$ cat config.mk
export PLATFORM = sky130hd
export DESIGN_NAME = eic_top
export DESIGN_NICKNAME = d
export VERILOG_FILES = /design/src/shared/eic_pkg.sv /design/src/core/eic_edge.sv /design/src/core/eic_timer.sv /design/src/core/eic_top.sv
export SDC_FILE = /design/constraint.sdc
export NUM_CORES = 1
export LEC_CHECK = 0
export ABC_AREA = 1
export BUFFER_PORTS_ARGS = -buffer_cell sky130_fd_sc_hd__buf_2
export CAP_MARGIN = 25
export CORE_AREA = 2 2 158 160
export CTS_CLUSTER_SIZE = 25
export DETAILED_ROUTE_END_ITERATION = 8
export DIE_AREA = 0 0 160 162
export PLACE_DENSITY = 0.66
export RECOVER_POWER = 100
export SLEW_MARGIN = 20
export SYNTH_ARGS = -nofsm -noshare
export SYNTH_HDL_FRONTEND = slang
export SYNTH_SLANG_ARGS = --single-unit
$ cat constraint.sdc
create_clock -name clock_in -period 8 [get_ports clock_in]
set_clock_uncertainty 0.1 [all_clocks]
set_input_delay 2.4 -clock clock_in [delete_from_list [all_inputs] [get_ports clock_in]]
set_output_delay 2.4 -clock clock_in [all_outputs]
set_load 0.05 [all_outputs]
$ cat src/shared/eic_pkg.sv
// Constants shared by the edge interrupt controller files.
// Assumes one system clock for the whole controller.
package eic_pkg;
   // ----------------------------------------------------------------
   // Sizes
   // ----------------------------------------------------------------
   localparam int unsigned NUM_LINES = 32;
   localparam int unsigned CTRL_W = 3;

   // ----------------------------------------------------------------
   // Command port offsets
   // ----------------------------------------------------------------
   localparam logic [3:0] ADDR_MASK = 4'h0;
   localparam logic [3:0] ADDR_EN_ONE = 4'h1;
   localparam logic [3:0] ADDR_DIS_ONE = 4'h2;
   localparam logic [3:0] ADDR_CTRL = 4'h3;
   localparam logic [3:0] ADDR_TIMER = 4'h4;
   localparam logic [3:0] ADDR_PEND = 4'h5;
   localparam logic [3:0] ADDR_VECTOR = 4'h6;
   localparam logic [3:0] ADDR_ENABLES = 4'h7;

   // ----------------------------------------------------------------
   // Control field positions
   // ----------------------------------------------------------------
   localparam int unsigned CTRL_EXT_BIT = 0;
   localparam int unsigned CTRL_TMR_BIT = 1;
   localparam int unsigned CTRL_GLB_BIT = 2;

   // ----------------------------------------------------------------
   // Line numbers
   // ----------------------------------------------------------------
   localparam int unsigned LINE_TIMER = 0;
   localparam int unsigned LINE_EBREAK = 1;
   localparam int unsigned LINE_BUS_ERR = 2;
   localparam int unsigned LINE_ILLEGAL = 3;
   localparam int unsigned LINE_DEBUG = 4;
   localparam int unsigned LINE_STACK = 5;
   localparam int unsigned LINE_SPI_MST = 10;
   localparam int unsigned LINE_SPI_SLV = 11;
   localparam int unsigned LINE_I2C = 12;
   localparam int unsigned LINE_UART = 13;
   localparam int unsigned LINE_USER_LO = 20;
   localparam logic [31:0] LINE_USED = 32'hFFF03C3F;

   // ----------------------------------------------------------------
   // Reset values
   // ----------------------------------------------------------------
   localparam logic [31:0] RST_MASK = 32'h00000000;
   localparam logic [31:0] RST_ENABLES = 32'h00000000;
   localparam logic [2:0] RST_CTRL = 3'h0;
   localparam logic [31:0] RST_WORD = 32'h00000000;

   typedef enum logic {ST_IDLE, ST_SERVICE} eic_state_t;
endpackage

$ cat src/core/eic_edge.sv
// Rising edge capture for all interrupt lines.
// Assumes the lines come from logic on the same clock.
module eic_edge (
   // Clock and reset
   input wire logic clock_in,
   input wire logic rstn_in,
   // Lines
   input wire logic [31:0] line_in,
   output logic [31:0] rise_out
);
   logic [31:0] prev;
   logic [31:0] next_rise;

   // ----------------------------------------------------------------
   // Per-line detector
   // ----------------------------------------------------------------
   genvar i;
   generate
      for (i = 0; i < eic_pkg::NUM_LINES; i++) begin : g_line
         always_comb begin
            next_rise[i] = line_in[i] & ~prev[i];
         end
      end
   endgenerate

   always_ff @(posedge clock_in or negedge rstn_in) begin
      if (!rstn_in) begin
         prev <= eic_pkg::RST_WORD;
         rise_out <= eic_pkg::RST_WORD;
      end else begin
         prev <= line_in;
         rise_out <= next_rise;
      end
   end
endmodule // eic_edge

$ cat src/core/eic_timer.sv
// Down counting cycle timer that pulses once when its count runs out.
// Assumes load pulses come from the same clock domain.
module eic_timer (
   // Clock and reset
   input wire logic clock_in,
   input wire logic rstn_in,
   // Load
   input wire logic load_in,
   input wire logic [31:0] load_val_in,
   // Status
   output logic [31:0] count_out,
   output logic fire_out
);
   logic [31:0] next_count;
   logic next_fire;

   always_comb begin
      next_count = count_out;
      next_fire = 1'b0;
      if (load_in) begin
         next_count = load_val_in;
      end else if (count_out != 32'h0) begin
         next_count = count_out - 32'h1;
         next_fire = (count_out == 32'h1);
      end
   end

   always_ff @(posedge clock_in or negedge rstn_in) begin
      if (!rstn_in) begin
         count_out <= eic_pkg::RST_WORD;
         fire_out <= 1'b0;
      end else begin
         count_out <= next_count;
         fire_out <= next_fire;
      end
   end
endmodule // eic_timer

$ cat src/core/eic_top.sv
// Edge triggered interrupt controller with mask, enables and timer.
// Assumes a core that pulses take and return on the system clock.
//
// What this block does
// A request is caught only on a low to high step of its line.
// There are 32 lines, each with its own pending, mask and enable.
// While a handler runs no other interrupt is delivered.
// A mask bit of one blocks its line and a zero lets it through.
// One line is enabled or disabled by number, others untouched.
// Control goes through the core's command port, not memory.
// A loaded count makes the timer fire after that many cycles.
// On a take the handler gets a word of the lines that fired.
// Line 0 is the timer and line 1 the breakpoint trap.
// Line 2 is the misaligned access and line 3 the illegal opcode.
// Line 4 is the debug module and line 5 the stack guard.
// Lines 10 to 13 are SPI master, SPI slave, I2C and UART.
// Lines 20 to 31 belong to user peripherals on extension buses.
// Reserved lines 6 to 9 and 14 to 19 never raise a request.
module eic_top (
   // Clock and reset
   input wire logic clock_in,
   input wire logic rstn_in,
   // Command port from the core
   input wire logic [3:0] addr_in,
   input wire logic [31:0] wdata_in,
   input wire logic wr_in,
   input wire logic rd_in,
   output logic [31:0] rdata_out,
   // Core trap sources
   input wire logic ebreak_in,
   input wire logic bus_error_in,
   input wire logic illegal_insn_in,
   input wire logic debug_irq_in,
   input wire logic stack_prot_in,
   // Peripheral sources
   input wire logic spi_master_irq_in,
   input wire logic spi_slave_irq_in,
   input wire logic i2c_irq_in,
   input wire logic uart_irq_in,
   input wire logic [11:0] user_irq_in,
   // Core handshake
   input wire logic take_in,
   input wire logic return_in,
   output logic irq_out,
   output logic busy_out,
   output logic [31:0] vector_out
);

   // ----------------------------------------------------------------
   // Reset release
   // ----------------------------------------------------------------
   logic [1:0] rst_sync;
   logic rstn;

   always_ff @(posedge clock_in or negedge rstn_in) begin
      if (!rstn_in) begin
         rst_sync <= 2'h0;
      end else begin
         rst_sync <= {rst_sync[0], 1'b1};
      end
   end

   assign rstn = rst_sync[1];

   // ----------------------------------------------------------------
   // Decoding helpers
   // ----------------------------------------------------------------
   function automatic logic [31:0] line_bit(input logic [31:0] num);
      logic [31:0] res;
      res = 32'h0;
      if (num[31:5] == 27'h0) begin
         res[num[4:0]] = 1'b1;
      end
      return res;
   endfunction

   function automatic logic [31:0] gate(input logic [2:0] c);
      return {{31{c[eic_pkg::CTRL_EXT_BIT]}}, c[eic_pkg::CTRL_TMR_BIT]};
   endfunction

   // ----------------------------------------------------------------
   // Line assembly
   // ----------------------------------------------------------------
   logic tmr_fire;
   logic tmr_load;
   logic [31:0] tmr_count;
   logic [31:0] raw;
   logic [31:0] rise;

   always_comb begin
      raw = eic_pkg::RST_WORD;
      raw[eic_pkg::LINE_TIMER] = tmr_fire;
      raw[eic_pkg::LINE_EBREAK] = ebreak_in;
      raw[eic_pkg::LINE_BUS_ERR] = bus_error_in;
      raw[eic_pkg::LINE_ILLEGAL] = illegal_insn_in;
      raw[eic_pkg::LINE_DEBUG] = debug_irq_in;
      raw[eic_pkg::LINE_STACK] = stack_prot_in;
      raw[eic_pkg::LINE_SPI_MST] = spi_master_irq_in;
      raw[eic_pkg::LINE_SPI_SLV] = spi_slave_irq_in;
      raw[eic_pkg::LINE_I2C] = i2c_irq_in;
      raw[eic_pkg::LINE_UART] = uart_irq_in;
      raw[31:eic_pkg::LINE_USER_LO] = user_irq_in;
   end

   eic_edge u_edge (
      .clock_in(clock_in),
      .rstn_in(rstn),
      .line_in(raw),
      .rise_out(rise)
   );

   eic_timer u_timer (
      .clock_in(clock_in),
      .rstn_in(rstn),
      .load_in(tmr_load),
      .load_val_in(wdata_in),
      .count_out(tmr_count),
      .fire_out(tmr_fire)
   );

   // ----------------------------------------------------------------
   // Controller state
   // ----------------------------------------------------------------
   logic [31:0] mask;
   logic [31:0] enables;
   logic [2:0] ctrl;
   logic [31:0] pending;
   logic [31:0] elig;
   logic [31:0] clr;
   eic_pkg::eic_state_t state;
   logic [31:0] next_mask;
   logic [31:0] next_enables;
   logic [2:0] next_ctrl;
   logic [31:0] next_pending;
   logic [31:0] next_vector;
   logic [31:0] next_rdata;
   logic next_irq;
   logic next_busy;
   eic_pkg::eic_state_t next_state;

   assign elig = pending & ~mask & enables & gate(ctrl);

   always_comb begin
      next_mask = mask;
      next_enables = enables;
      next_ctrl = ctrl;
      next_state = state;
      next_busy = busy_out;
      next_vector = vector_out;
      next_rdata = eic_pkg::RST_WORD;
      clr = eic_pkg::RST_WORD;
      tmr_load = 1'b0;
      if (wr_in) begin
         case (addr_in)
            eic_pkg::ADDR_MASK: begin
               next_mask = wdata_in;
            end
            eic_pkg::ADDR_EN_ONE: begin
               next_enables = enables | line_bit(wdata_in);
            end
            eic_pkg::ADDR_DIS_ONE: begin
               next_enables = enables & ~line_bit(wdata_in);
            end
            eic_pkg::ADDR_CTRL: begin
               next_ctrl = wdata_in[eic_pkg::CTRL_W-1:0];
            end
            eic_pkg::ADDR_TIMER: begin
               tmr_load = 1'b1;
            end
            eic_pkg::ADDR_PEND: begin
               clr = wdata_in;
            end
            default: begin
            end
         endcase
      end
      case (state)
         eic_pkg::ST_IDLE: begin
            if (take_in && irq_out) begin
               next_vector = elig;
               clr = clr | elig;
               next_state = eic_pkg::ST_SERVICE;
               next_busy = 1'b1;
            end
         end
         eic_pkg::ST_SERVICE: begin
            if (return_in) begin
               next_state = eic_pkg::ST_IDLE;
               next_busy = 1'b0;
            end
         end
         default: begin
            next_state = eic_pkg::ST_IDLE;
            next_busy = 1'b0;
         end
      endcase
      // A new edge wins over a clear in the same cycle
      next_pending = ((pending & ~clr) | rise) & eic_pkg::LINE_USED;
      next_irq = next_ctrl[eic_pkg::CTRL_GLB_BIT]
         && next_state == eic_pkg::ST_IDLE
         && |(next_pending & ~next_mask & next_enables & gate(next_ctrl));
      if (rd_in) begin
         case (addr_in)
            eic_pkg::ADDR_MASK: next_rdata = mask;
            eic_pkg::ADDR_CTRL: next_rdata = {29'h0, ctrl};
            eic_pkg::ADDR_TIMER: next_rdata = tmr_count;
            eic_pkg::ADDR_PEND: next_rdata = pending;
            eic_pkg::ADDR_VECTOR: next_rdata = vector_out;
            eic_pkg::ADDR_ENABLES: next_rdata = enables;
            default: next_rdata = eic_pkg::RST_WORD;
         endcase
      end
   end

   always_ff @(posedge clock_in or negedge rstn) begin
      if (!rstn) begin
         mask <= eic_pkg::RST_MASK;
         enables <= eic_pkg::RST_ENABLES;
         ctrl <= eic_pkg::RST_CTRL;
         pending <= eic_pkg::RST_WORD;
         state <= eic_pkg::ST_IDLE;
         busy_out <= 1'b0;
         irq_out <= 1'b0;
         vector_out <= eic_pkg::RST_WORD;
         rdata_out <= eic_pkg::RST_WORD;
      end else begin
         mask <= next_mask;
         enables <= next_enables;
         ctrl <= next_ctrl;
         pending <= next_pending;
         state <= next_state;
         busy_out <= next_busy;
         irq_out <= next_irq;
         vector_out <= next_vector;
         rdata_out <= next_rdata;
      end
   end
endmodule // eic_top

==> summary.txt <==
Status
  – Status: finished, violations left
  – Failing checks: max-capacitance violations, max-slew violations

Setup path
  – Setup CP Type: input pin to flip-flop
  – Critical R2R Launch: rst_sync[1]$_DFF_PN0_
  – Crit path largest cell delay: around 1.6 ns
  – Worst r2r path cells: 2
  – Critical-path top delay cell: clkbuf_1
  – Arrival @ worst endpoint: about 6.4 ns
  – R2r setup slk: 2.62 ns
  – Crit-path cells: buf_2 > clkbuf_1 > inv_1 > nor2_1 > buf_4 > inv_1 > o21ai_0 > a21oi_1
  – Most used cell, CP: inv_1
  – CP Capture Type: flip-flop
  – CP max FO: 46
  – Critical Path Source Type: input pin
  – R2R Path End: u_edge.prev[11]$_DFF_PN0_
  – Critical Path RT: ~8.3 ns
  – CP startpoint: wr_in

Logic synthesis
  – Post-synth EDFFs: 0
  – Top cell type's share of synthesized area: 0.521
  – Top area cells in the synthesized netlist: dfrtp_1 52%, nand2_1 7.7%, inv_1 6.8%
  – Mapped Cells: ~1300
  – Share of synthesized registers carrying an async set or reset: 1.00
  – Syn Area/Cell: approximately 8.4 µm²
  – Synth area leader: dfrtp_1
  – Register area share after synthesis: 0.521
  – Synth Flop Type: dfrtp_1
  – Post-synth cell types: 40
  – Number of synthesized register bits: 225
  – YS warnings: 0
  – Mapped Area: approximately 11000 µm²

CTS
  – CTS root buffer: clkbuf_16
  – Clk slew on worst S/H paths: roughly 0.06 ns
  – CTS max path bufs: 3
  – Number of buffers created by CTS: 25
  – CTS-repair resized insts: 0
  – Post-CTS Setup Repair Bufs: 0
  – CTS H-Tree Depth: 1
  – Clk_lat worst skew: roughly 0.53 ns
  – CTS tree: yes
  – CTS Sinks: 225
  – Hold Buf Count CTS: 0

Layout
  – Commonest non-fill, non-tap cell in the layout: dfrtp_1
  – Fin nets: roughly 1500
  – Diodes inserted: 0
  – Layout area overhead: 14.0%
  – Most frequent cells in the layout: 225 x dfrtp_1, 224 x nand2_1, 198 x inv_1, 125 x nor2_1, 117 x nand3_1
  – Ratio of cells with drive above 1 in the final layout: 0.105
  – Fill count: between 2000 and 2500

Timing
  – Final period util: 0.771
  – Max Slew Vio Count: about 260
  – Fmax: roughly 160 MHz
  – Final setup violation count: 0
  – Setup TNS Final: 0 ns
  – Minimum clock period: between 6 and 7 ns
  – Unrepaired setup endpoints after global routing: no
  – Final Hold Fails: 0
  – Worst-margin pin slew: roughly 2.7 ns
  – Final WS setup: 1.83 ns
  – Slew margin rel.: -0.794

Min path
  – Hold worst-path end: rst_sync[1]$_DFF_PN0_
  – Worst hold start: rst_sync[0]$_DFF_PN0_
  – Worst min path class: flip-flop to flip-flop
  – Min-Delay Path Depth: 0

Floorplan
  – Die area: approximately 26000 µm²
  – Die span in x: 160 µm
  – IO Pins: around 130
  – Cell Rows: 57
  – Initial core utilization: 0.448
  – DIE HEIGHT: 162 µm
  – Core outline area: roughly 24000 µm²

Routing
  – Total wire length: 33.4 mm
  – Routed WL per cell: around 19 µm
  – # DRC: 0
  – First-pass DRT Iterations: 6
  – Vias: around 9600
  – Vias per inst: between 5 and 6
  – Iteration-0 DRC Markers: between 900 and 1000
  – Antenna-violating nets left: 0

Place
  – Port bufs: ~120
  – GP Congestion: 0.930
  – Pre-CTS setup slack: approximately 2.3 ns
  – Post-DP HPWL: ~24 mm

GRT
  – Grt ovf: 0
  – Pin count of the biggest net entering global routing: between 70 and 80
  – Total track usage: 0.257
  – Initial antenna violation count: 0
  – Vias in the first global route: 9246
  – Wire length of the first global-routing pass: between 50 and 60 mm

Pwr
  – Peak supply drop: between 150 and 200 µV
  – Leak pwr: between 5 and 6 nW
  – Tot Pwr: roughly 3.4 mW
  – PwrDens: 280 nW/µm²

Job
  – Max-cap viol count: 6
[per-layer routing]
layer / track usage / routed length [µm] / up-vias
li1: - / - / 4414
met1: 0.358 / 14400 / 4649
met2: 0.401 / 15100 / 443
met3: 0.0375 / 2390 / 76
met4: 0.115 / 1490 / 0
met5: 0 / 0 / -
[how the worst max path moves through the flow]
stage,endpoint,slack [ns],cells after the start
after floorplan,asynchronous set/reset pin,1.17,0
after global placement,u_timer.count_out[16]$_DFFE_PN0P_,2.39,13
after detailed placement,u_timer.count_out[16]$_DFFE_PN0P_,2.25,13
after CTS,u_timer.count_out[16]$_DFFE_PN0P_,2.78,13
after global routing,u_edge.prev[11]$_DFF_PN0_,1.51,2
final,u_timer.count_out[21]$_DFFE_PN0P_,1.83,8
[logic make-up (layout without fill, tap and decap cells)]
| group | count (synthesis) | in the layout | share of synthesized area |
|---|---|---|---|
| simple gates | 561 | 561 | 0.237 |
| buf+inv | 264 | 380 | 0.102 |
| flops | 225 | 225 | 0.521 |
| compound gates | 205 | 205 | 0.115 |
| xor+xnor | 18 | 18 | 0.0146 |
| mux | 7 | 7 | 0.00729 |
| fa+ha+maj | 2 | 2 | 0.00232 |
| other cells | 2 | 11 | 0.000695 |
[flip-flops by register name, summed over array words and instances, names as in the netlist, 3 cells and up, named ones only]
signal and flops:
enables 32, rdata_out 32, u_timer.count_out 32, mask 22, pending 22, u_edge.prev 22
u_edge.rise_out 22, vector_out 22, ctrl 3
[cell usage after synthesis, types with 3 or more instances]
| library cell | instances |
|---|---|
| dfrtp_1 | 225 |
| nand2_1 | 222 |
| inv_1 | 197 |
| nor2_1 | 126 |
| nand3_1 | 117 |
| o21ai_0 | 75 |
| nand4_1 | 51 |
| a21oi_1 | 42 |
| o22ai_1 | 24 |
| clkbuf_1 | 23 |
| a211oi_1 | 21 |
| xor2_1 | 18 |
| buf_2 | 13 |
| buf_4 | 12 |
| nor3_1 | 11 |
| o221ai_1 | 10 |
| nand2_2 | 9 |
| buf_6 | 7 |
| inv_2 | 7 |
| mux2_2 | 7 |
| nor3_2 | 7 |
| a22oi_1 | 6 |
| nor2_2 | 6 |
| o21ai_2 | 6 |
| buf_1 | 5 |
| a311oi_1 | 4 |
| nor2_4 | 4 |
| o211ai_1 | 4 |
| a31oi_1 | 3 |
| a32oi_1 | 3 |
| nor3_4 | 3 |
| nor4_1 | 3 |
| o21ai_1 | 3 |
[layout make-up]
class | count | area [µm²] | area share
well taps | 324 | 405 | 0.0329
clock inverters | 6 | 58.8 | 0.00477
multi-input cells | 804 | 4080 | 0.331
clock buffers | 39 | 778 | 0.0632
flip-flops and latches | 225 | 5630 | 0.457
inverters | 204 | 766 | 0.0621
repair buffers | 131 | 599 | 0.0486
[critical path: cells and delay by family]
kind	cells	cell delay (ns)
AO/OA/AOI/OAI	2	0.69
buffers and inverters	5	3.09
AND/OR/NAND/NOR	1	0.20
[power by group]
| group | internal [mW] | switching [mW] | total [mW] |
|---|---|---|---|
| Sequential | 1.32 | 0.131 | 1.45 |
| Combinational | 0.194 | 0.644 | 0.838 |
| Clock | 0.697 | 0.465 | 1.16 |
[per-stage QoR]
step | instance area, µm² | std cells | hold WS, ns | util
after floorplan | 10800 | 1293 | 0.231 | -
after global placement | 11600 | 1684 | 0.241 | 0.480
after detailed placement | 11600 | 1685 | 0.239 | 0.481
after CTS | 12400 | 1730 | 0.259 | 0.515
after global routing | 12300 | 1733 | 0.266 | 0.511
final | 12300 | 1733 | 0.256 | 0.511
Power figures use the tool's default switching activity.
